[src/logic/svr_pkg.sv]
// package: timing constants, pin bundle and select codes for the supervisor
package svr_pkg;

   // ------------------------------------------------------------------
   // clock and timing
   // ------------------------------------------------------------------
   localparam int unsigned CLK_HZ = 50_000_000;
   localparam int unsigned CYC_PER_MS = CLK_HZ / 1000;
   localparam int unsigned RESET_ACTIVE_MS = 250;
   localparam int unsigned RESET_ACTIVE_CYC = RESET_ACTIVE_MS * CYC_PER_MS;
   localparam int unsigned TMO_LOW_MS = 150;
   localparam int unsigned TMO_OPEN_MS = 600;
   localparam int unsigned TMO_HIGH_MS = 1200;
   localparam int unsigned TMO_LOW_CYC = TMO_LOW_MS * CYC_PER_MS;
   localparam int unsigned TMO_OPEN_CYC = TMO_OPEN_MS * CYC_PER_MS;
   localparam int unsigned TMO_HIGH_CYC = TMO_HIGH_MS * CYC_PER_MS;
   // pushbutton delay: above the 1 ms ignore limit, below the 20 ms guarantee
   localparam int unsigned PB_DELAY_MS = 4;
   localparam int unsigned PB_DELAY_CYC = PB_DELAY_MS * CYC_PER_MS;

   // ------------------------------------------------------------------
   // pin codes and reset values
   // ------------------------------------------------------------------
   typedef enum logic [1:0] {
      SVR_TSEL_LOW,
      SVR_TSEL_OPEN,
      SVR_TSEL_HIGH
   } svr_tsel_t;

   typedef struct packed {
      logic tol_high;
      logic [1:0] tsel;
      logic strobe_n;
      logic supply_ok;
   } svr_pins_t;

   localparam int unsigned PINS_W = 5;
   // supply starts as low so reset is held from the start
   localparam svr_pins_t PINS_RST = '{tol_high: 1'b0, tsel: 2'h1, strobe_n: 1'b1,
                                     supply_ok: 1'b0};

endpackage

[src/logic/svr_debounce.sv]
// manual reset input: three-stage sync plus low-level hold-off timer
`timescale 1ns/1ps
`default_nettype none

module svr_debounce #(
   parameter int unsigned DLY_CYC = svr_pkg::PB_DELAY_CYC
) (
   // clock and reset
   input wire logic i_clk,
   input wire logic i_rst,
   // pin and result
   input wire logic i_level_n,
   output logic o_pressed
);

   logic s1_ff, s2_ff, s3_ff;
   logic acc_ff;
   logic [31:0] cnt_ff;
   logic pressed_ff;
   logic agree;
   logic [31:0] nxt_cnt;
   logic nxt_pressed;

   // ------------------------------------------------------------------
   // synchroniser, level accepted only when stages two and three agree
   // ------------------------------------------------------------------
   assign agree = (s2_ff == s3_ff);

   always_ff @(posedge i_clk) begin
      if (i_rst) begin
         s1_ff <= 1'b1;
         s2_ff <= 1'b1;
         s3_ff <= 1'b1;
         acc_ff <= 1'b1;
      end else begin
         s1_ff <= i_level_n;
         s2_ff <= s1_ff;
         s3_ff <= s2_ff;
         acc_ff <= agree ? s3_ff : acc_ff;
      end
   end

   // ------------------------------------------------------------------
   // hold-off: short lows never reach the count, any high restarts it
   // ------------------------------------------------------------------
   assign nxt_cnt = acc_ff ? 32'h0 : (pressed_ff ? cnt_ff : 32'(cnt_ff + 32'h1));
   assign nxt_pressed = !acc_ff && (pressed_ff || (cnt_ff == DLY_CYC - 1));

   always_ff @(posedge i_clk) begin
      if (i_rst) begin
         cnt_ff <= 32'h0;
         pressed_ff <= 1'b0;
      end else begin
         cnt_ff <= nxt_cnt;
         pressed_ff <= nxt_pressed;
      end
   end

   assign o_pressed = pressed_ff;
endmodule

`default_nettype wire

[src/logic/svr_top.sv]
// supervisor: supply hold, manual reset, strobe watchdog, reset outputs
`timescale 1ns/1ps
`default_nettype none

module svr_top #(
   parameter int unsigned RST_CYC = svr_pkg::RESET_ACTIVE_CYC,
   parameter int unsigned TMO_LOW_CYC = svr_pkg::TMO_LOW_CYC,
   parameter int unsigned TMO_OPEN_CYC = svr_pkg::TMO_OPEN_CYC,
   parameter int unsigned TMO_HIGH_CYC = svr_pkg::TMO_HIGH_CYC,
   parameter int unsigned PB_DLY_CYC = svr_pkg::PB_DELAY_CYC
) (
   // clock and reset
   input wire logic I_SYS_CLK,
   input wire logic I_RST,
   // supply comparator
   input wire logic I_SUPPLY_OK,
   input wire logic I_TOLERANCE_SELECT,
   output logic O_TOLERANCE_HIGH,
   // host side
   input wire logic I_MANUAL_RESET_N,
   input wire logic I_WATCHDOG_STROBE_N,
   input wire logic [1:0] I_TIMEOUT_SELECT,
   // reset outputs
   output logic O_RESET,
   output logic O_RESET_N_O,
   output logic O_RESET_N_OE
);

   svr_pkg::svr_pins_t raw, s1_ff, s2_ff, s3_ff, acc_ff;
   logic mr_pressed;
   logic strobe_prev_ff;
   logic strobe_fall;
   logic hold;
   logic wd_fire;
   logic rst_active;
   logic [31:0] limit;
   logic [31:0] stretch_ff, nxt_stretch;
   logic [31:0] wd_cnt_ff, nxt_wd_cnt;
   logic rst_ff, rst_n_oe_ff, rst_n_o_ff, tol_ff;
   logic [31:0] quiet_ff;

   function automatic logic [31:0] tmo_cycles(input logic [1:0] sel);
      case (sel)
         svr_pkg::SVR_TSEL_LOW: tmo_cycles = TMO_LOW_CYC;
         svr_pkg::SVR_TSEL_HIGH: tmo_cycles = TMO_HIGH_CYC;
         default: tmo_cycles = TMO_OPEN_CYC;
      endcase
   endfunction

   // ------------------------------------------------------------------
   // pin synchronisers
   // ------------------------------------------------------------------
   assign raw = '{tol_high: I_TOLERANCE_SELECT, tsel: I_TIMEOUT_SELECT,
                  strobe_n: I_WATCHDOG_STROBE_N, supply_ok: I_SUPPLY_OK};

   // tsel bits settle one by one; a passing code 3 decodes as open
   genvar gi;
   generate
      for (gi = 0; gi < svr_pkg::PINS_W; gi++) begin : g_sync
         always_ff @(posedge I_SYS_CLK) begin
            if (I_RST) begin
               s1_ff[gi] <= svr_pkg::PINS_RST[gi];
               s2_ff[gi] <= svr_pkg::PINS_RST[gi];
               s3_ff[gi] <= svr_pkg::PINS_RST[gi];
               acc_ff[gi] <= svr_pkg::PINS_RST[gi];
            end else begin
               s1_ff[gi] <= raw[gi];
               s2_ff[gi] <= s1_ff[gi];
               s3_ff[gi] <= s2_ff[gi];
               acc_ff[gi] <= (s2_ff[gi] == s3_ff[gi]) ? s3_ff[gi] : acc_ff[gi];
            end
         end
      end
   endgenerate

   svr_debounce #(
      .DLY_CYC(PB_DLY_CYC)
   ) u_button (
      .i_clk(I_SYS_CLK),
      .i_rst(I_RST),
      .i_level_n(I_MANUAL_RESET_N),
      .o_pressed(mr_pressed)
   );

   // ------------------------------------------------------------------
   // reset stretcher
   // ------------------------------------------------------------------
   // any hold cause reloads the full interval, so a supply dip of two clocks or more restarts it
   assign hold = !acc_ff.supply_ok || mr_pressed;
   assign nxt_stretch = (hold || wd_fire) ? RST_CYC :
                        (stretch_ff != 32'h0) ? 32'(stretch_ff - 32'h1) : 32'h0;
   assign rst_active = hold || (stretch_ff != 32'h0);

   // ------------------------------------------------------------------
   // watchdog
   // ------------------------------------------------------------------
   // edge taken from the accepted level: a glitch under two clocks never restarts
   assign strobe_fall = strobe_prev_ff && !acc_ff.strobe_n;
   assign limit = tmo_cycles(acc_ff.tsel);
   // >= so a shorter select taking effect mid-count fires at once, never wraps
   assign wd_fire = !rst_active && !strobe_fall && (wd_cnt_ff >= limit - 1);
   assign nxt_wd_cnt = (rst_active || strobe_fall || wd_fire) ? 32'h0 :
                       32'(wd_cnt_ff + 32'h1);

   always_ff @(posedge I_SYS_CLK) begin
      if (I_RST) begin
         stretch_ff <= RST_CYC;
         wd_cnt_ff <= 32'h0;
         strobe_prev_ff <= 1'b1;
      end else begin
         stretch_ff <= nxt_stretch;
         wd_cnt_ff <= nxt_wd_cnt;
         strobe_prev_ff <= acc_ff.strobe_n;
      end
   end

   // ------------------------------------------------------------------
   // outputs, both polarities from one decision
   // ------------------------------------------------------------------
   // open-drain low output: data is always 0, enable pulls the line
   always_ff @(posedge I_SYS_CLK) begin
      if (I_RST) begin
         rst_ff <= 1'b1;
         rst_n_oe_ff <= 1'b1;
         rst_n_o_ff <= 1'b0;
         tol_ff <= 1'b0;
      end else begin
         rst_ff <= (nxt_stretch != 32'h0);
         rst_n_oe_ff <= (nxt_stretch != 32'h0);
         rst_n_o_ff <= 1'b0;
         tol_ff <= acc_ff.tol_high;
      end
   end

   assign O_RESET = rst_ff;
   assign O_RESET_N_OE = rst_n_oe_ff;
   assign O_RESET_N_O = rst_n_o_ff;
   assign O_TOLERANCE_HIGH = tol_ff;

   // ------------------------------------------------------------------
   // checks
   // ------------------------------------------------------------------
   // cycles since the last hold cause, saturating; read only by checks
   always_ff @(posedge I_SYS_CLK) begin
      if (I_RST || hold) begin
         quiet_ff <= 32'h0;
      end else if (quiet_ff != 32'hffffffff) begin
         quiet_ff <= 32'(quiet_ff + 32'h1);
      end
   end
endmodule

`default_nettype wire

[config.mk]
export PLATFORM = sky130hd
export DESIGN_NAME = svr_top
export DESIGN_NICKNAME = d
export VERILOG_FILES = /design/src/logic/svr_pkg.sv /design/src/logic/svr_debounce.sv /design/src/logic/svr_top.sv
export SDC_FILE = /design/constraint.sdc
export NUM_CORES = 1
export LEC_CHECK = 0
export ABC_AREA = 1
export BUFFER_PORTS_ARGS = -buffer_cell sky130_fd_sc_hd__buf_4
export CAP_MARGIN = 20
export CORE_MARGIN = 2
export CORE_UTILIZATION = 50
export CTS_CLUSTER_SIZE = 14
export DETAILED_ROUTE_END_ITERATION = 7
export GPL_TIMING_DRIVEN = 0
export PLACE_DENSITY = 0.68
export SLEW_MARGIN = 20
export SYNTH_ARGS = -nofsm -noshare
export SYNTH_HDL_FRONTEND = slang
export SYNTH_SLANG_ARGS = --single-unit
[constraint.sdc]
create_clock -name I_SYS_CLK -period 3.15 [get_ports I_SYS_CLK]
set_clock_uncertainty 0.15 [all_clocks]
set_input_delay 0.4725 -clock I_SYS_CLK [delete_from_list [all_inputs] [get_ports I_SYS_CLK]]
set_output_delay 0.4725 -clock I_SYS_CLK [all_outputs]
set_load 0.01 [all_outputs]
Word-level counts from Yosys, hierarchy flattened
Cells that the tools add are included.
Operators by class
  add/subtract/negate cells: 4
  magnitude comparators: 1
  equality and inequality tests: 8
  multiplexer cells: 3
  reductions and logical operators: 20
Operator list (count)
  $add A32 B1 Y32 const B: 2
  $mux W32: 2
  $reduce_bool A32 Y1: 2
  $sub A32 B1 Y32 const B: 2
  $pmux W26 S2: 1
  $eq A32 B18 Y1 const B: 1
  $ge A32 B32 Y1: 1
  $eq A1 B1 Y1: 6
  $logic_or A1 B1 Y1: 6
  $logic_not A1 Y1: 5
  $logic_and A1 B1 Y1: 4
  $reduce_or A2 Y1: 2
  $eq A2 B2 Y1 const B: 1
  $logic_not A2 Y1: 1
Word-level totals
  register bits after elaboration: 124

Logic depth before layout (Yosys ltp)
  word-level depth: 9
  mapped depth: 18
  depth with buffers taken out: 18

By module
Synthesis repeated with hierarchy kept, for this count alone.
Second synthesis, totals
  cell total of the unflattened synthesis: 953
  area, all modules: 6661.4 um2
By module, submodules not included
  svr_top: times used 1, cells an instance 662, area each 4669.5 um2
  svr_debounce: times used 1, cells an instance 291, area each 1991.9 um2

Worst setup path after synthesis
Ideal clock, no wire load.
  kind: register to register
  start: reg acc_ff[2] (netlist bit)
  end: reg rst_n_oe_ff, in the netlist O_RESET_N_OE
  setup time: 0.126 ns
  arrival time: 2.093 ns
  data required time: 2.874 ns
  setup slack: 0.782 ns
  cell stages (with the launch flop): 17
  period minus slack after synthesis: 2.368 ns
  cells stage by stage: dfxtp_1 -> nor2_1 -> inv_1 -> ha_1 -> nand2_1 -> nor2_1 -> and2_1 -> nand2_1 -> nand3_1 -> nand2_1 -> nand2_1 -> nand2_1 -> nand2_1 -> nor2_1 -> nand2_1 -> nor2_1 -> nand4_1
On the way
  word-level cells in the longest chain between the ends: 8
  elaborated cells on any way between the ends: 9
  those cells by class: add/sub (1); order compare (1); eq/ne (1); mux (2); reduce/logical (4)
Ends and longest elaborated chain
  from (decl): line svr_top.sv:29  | svr_pkg::svr_pins_t raw, s1_ff, s2_ff, s3_ff, acc_ff;
  from (signal, indexed assignment): line svr_top.sv:65  | acc_ff[gi] <= svr_pkg::PINS_RST[gi];
  from (signal, indexed assignment): line svr_top.sv:70  | acc_ff[gi] <= (s2_ff[gi] == s3_ff[gi]) ? s3_ff[gi] : acc_ff[gi];
  $eq A2 B2 Y1 / $logic_not A2 Y1 (equally long branches): line svr_top.sv:43  | case (sel)
  $pmux W26 S2 *: line svr_top.sv:43
  $sub A32 B1 Y32 *: line svr_top.sv:101  | assign wd_fire = !rst_active && !strobe_fall && (wd_cnt_ff >= limit - 1);
  $ge A32 B32 Y1 *: line svr_top.sv:101
  $logic_and A1 B1 Y1 *: line svr_top.sv:101
  $logic_or A1 B1 Y1 *: line svr_top.sv:90  | assign nxt_stretch = (hold || wd_fire) ? RST_CYC :
  $mux W32 *: line svr_top.sv:90
  $reduce_bool A32 Y1 *: line svr_top.sv:129  | rst_n_oe_ff <= (nxt_stretch != 32'h0);
  to (signal assigned): line svr_top.sv:129
  to (decl): line svr_top.sv:39  | logic rst_ff, rst_n_oe_ff, rst_n_o_ff, tol_ff;
Mark *: on every way between the ends. The rest lies on a longest branch, timed or not.
A chain may end at the register's enable or synchronous reset.

Worst setup path in the final report
Same ends and word-level chain as after synthesis.

==> flow_summary.json <==
{
  "outcome": "finished clean",
  "final_util_pct": 58.5,
  "ys_seq_area_share_pct": 39.1,
  "overflow": 0,
  "drt_iter0_markers": 404,
  "ys_top_cells_by_area": "dfxtp_1, nand2_1, nor2_1",
  "instances_no_fill": 1118,
  "setup_viol": 0,
  "clk_path_buf_depth": 2,
  "swShare_pct": 19.9,
  "cap_violations": 0,
  "placementRows": 41,
  "antenna_left": 0,
  "gp_congestion": 0.928,
  "via_count": 5579,
  "met1_usage_pct": 29.7,
  "port_buffers": 10,
  "grt_pass1_vias": 5133,
  "clock_latency_ns": 0.42,
  "yosysUniqueCellTypes": 47,
  "slowest_delay_ns": 0.43,
  "syn_inst": 898,
  "max_clock_freq_mhz": 349,
  "grt.busiest_layer": "met2",
  "preCtsSetupSlack_ns": 0.102,
  "ctsHoldBuffers": 0,
  "layout-drive-gt1-share_pct": 11.1,
  "core_sq_um": 12500,
  "use_met2_pct": 35.1,
  "worstSetupPathType": "flip-flop to flip-flop",
  "synthToLayoutAreaGrowth_pct": 15.4,
  "peakVddDrop_mv": 0.401,
  "start_util_pct": 50.7,
  "worst-path-buf-inv": 1,
  "die_w_um": 117,
  "p_sw_uw": 755,
  "synth_top_area_cell": "dfxtp_1",
  "tns_ns": 0,
  "synth-seq-cells": 124,
  "relSlewSlack_pct": 56.6,
  "insertedDiodeCount": 0,
  "cts_tree": "done",
  "root_buffer": "clkbuf_16",
  "start_kind": "flip-flop",
  "routed_wl_mm": 14.3,
  "power.leakage_uw": 0.00315,
  "crit_family": "simple AND/OR/NAND/NOR gates",
  "antenna_found_initial": 0,
  "avgSynthCellArea_sq_um": 7.07,
  "vias_per_cell": 4.99,
  "layout.nets": 964,
  "grt_max_degree": 17,
  "worst_slew_pin_slew_ns": 0.650,
  "critPathMaxFanout": 8,
  "grt_pass1_wl_mm": 23.7,
  "dp.cells": 1086,
  "seqPwrFrac_pct": 41.7,
  "clk_pin_slew_worst_paths_ns": 0.06,
  "wl_per_cell_um": 12.8,
  "r2r_setup_slack_ns": 0.28,
  "slew_violations": 0,
  "rsz0062_at_grt": "no",
  "setup_ws_ns": 0.283,
  "die_h_um": 117,
  "slowest_stage": "dfxtp_1",
  "yosysWarnings": 0,
  "use_met3_pct": 5.97,
  "clock_sink_count": 124,
  "io_pins": 12,
  "power.internal_uw": 3050,
  "period_needed_ns": 2.87,
  "dp_hpwl_mm": 10.5,
  "fin_crit_sh_pct": 91.0,
  "crit_path_end_kind": "flip-flop",
  "die_area_sq_um": 13600,
  "finalHoldViolations": 0,
  "cp_cell_sequence": "nor2_2 -> inv_1 -> ha_1 -> nand2_1 -> a21oi_1 -> nor2_1 -> nand2_1 -> a21oi_1 -> nand2_1 -> a21oi_1 -> nand3_1 -> nor2_1 -> nand4_1",
  "hold_class": "input pin to flip-flop",
  "synth.top_cell.area_share_pct": 39.1,
  "drcViolationCount": 0,
  "clock_power_share_pct": 57.3,
  "drt-pass1-iter-count": 5,
  "mappedNetlistArea_sq_um": 6340,
  "pwr-share-comb_pct": 1.0,
  "track_usage_pct": 22.4,
  "cts_buffers": 17,
  "p_per_area_nw_per_um2": 520,
  "critPathArrivalTime_ns": 3.00,
  "htree_num_levels": 4,
  "required_ns": 3.29
}
==> synth_stat cells, drive strengths merged <==
master,instances
a221oi,1
o21bai,3
and2,1
ha,23
o21ai,32
a31oi,2
nand2,179
nand3b,2
nor2,168
inv,129
nor4,4
dfxtp,124
conb,2
o21a,4
nor3b,3
nor3,33
a21o,2
xnor2,4
or2,11
and3,1
o211ai,1
a21oi,46
nand3,52
clkinv,2
buf,7
or4,1
xor2,24
clkbuf,5
a31o,3
nand4,27
a211oi,2
==> worst register-to-register path, cell delays in order, from the launching register on <==
cell and delay, ns:
dfxtp_1 0.43, nor2_2 0.38, inv_1 0.09, ha_1 0.29, nand2_1 0.07, a21oi_1 0.06
nor2_1 0.09, nand2_1 0.06, a21oi_1 0.16, nand2_1 0.11, a21oi_1 0.40, nand3_1 0.12
nor2_1 0.18, nand4_1 0.14
==> per-layer routing <==
metal / vias to the layer above / part of all wire [%]
met2: 119 / 45
met5: - / 0
met3: 32 / 5.4
met4: 0 / 2.3
met1: 2488 / 48
li1: 2940 / -
==> through the flow <==
step	instance area [sq um]	hold slack, ns	total power, uW
5_1_grt	7320	0.0822	3920
3_3_place_gp	6660	0.241	1660
4_1_cts	7320	0.0745	3840
2_1_floorplan	6370	0.238	1640
3_5_place_dp	6660	0.242	1660
6_report	7320	0.0867	3810
==> registers in the layout (all words and copies together), names as in the netlist <==
register            flops
u_button.o_pressed      1
s1_ff                   5
s2_ff                   5
u_button.acc_ff         1
u_button.s2_ff          1
u_button.cnt_ff        32
wd_cnt_ff              32
O_TOLERANCE_HIGH        1
s3_ff                   5
u_button.s3_ff          1
u_button.s1_ff          1
stretch_ff             32
acc_ff                  5
O_RESET_N_OE            1
strobe_prev_ff          1
==> kinds of logic (layout without fill, tap and decap cells) <==
logic type,after synthesis,after routing,synth area share [%]
xor+xnor,28,28,3.87
simple gates,482,482,35.3
buf+inv,143,185,8.78
compound gates,96,96,8.32
other cells,2,8,0.118
flops,124,124,39.1
fa+ha+maj,23,23,4.54
==> worst paths after layout <==
path / start / endpoint / depth (start not counted)
max: acc_ff[2] / O_RESET_N_OE / 13
min: I_MANUAL_RESET_N / u_button.s1_ff / 2
max reg2reg: acc_ff[2] / O_RESET_N_OE / 13
min reg2reg: s1_ff[4] / s2_ff[4] / 2
==> layout by cell type (no fill, tap or decap), drive strengths merged, types with 2 or more instances in the layout <==
cell	n
o21ai	32
a211oi	2
nor3b	3
a31o	3
nand2	179
conb	8
o21a	4
o21bai	3
nor4	4
nor2	168
or2	11
nand4	27
a31oi	2
a21oi	46
clkbuf	24
clkinv	7
a21o	2
xnor2	4
buf	17
bufinv	5
nor3	33
nand3	52
inv	132
nand3b	2
ha	23
xor2	24
dfxtp	124
==> power by group through the flow <==
| stage | registers, uW | clock network [uW] | logic [uW] |
|---|---|---|---|
| 3_3_place_gp | 1620 | 0 | 39.3 |
| 2_1_floorplan | 1620 | 0 | 23.2 |
| 5_1_grt | 1590 | 2290 | 45.1 |
| 3_5_place_dp | 1620 | 0 | 39.9 |
| 6_report | 1590 | 2180 | 39.8 |
| 4_1_cts | 1590 | 2220 | 40.1 |
==> area by class of cell <==
class / count / area, sq um
multi-input cells: 637 / 3330
repair buffers: 10 / 75.1
clock inverters: 13 / 211
plain buffers: 12 / 63.8
clock buffers: 19 / 453
well taps: 172 / 215
fillers: 1222 / 5190
flip-flops and latches: 124 / 2480
inverters: 131 / 493
==> repair_timing <==
action                     in CTS  in global routing
resized for setup               0                  1
setup endpoints to repair       0                 27
buffers inserted                0                  0
(Power assumes the default switching activity.)
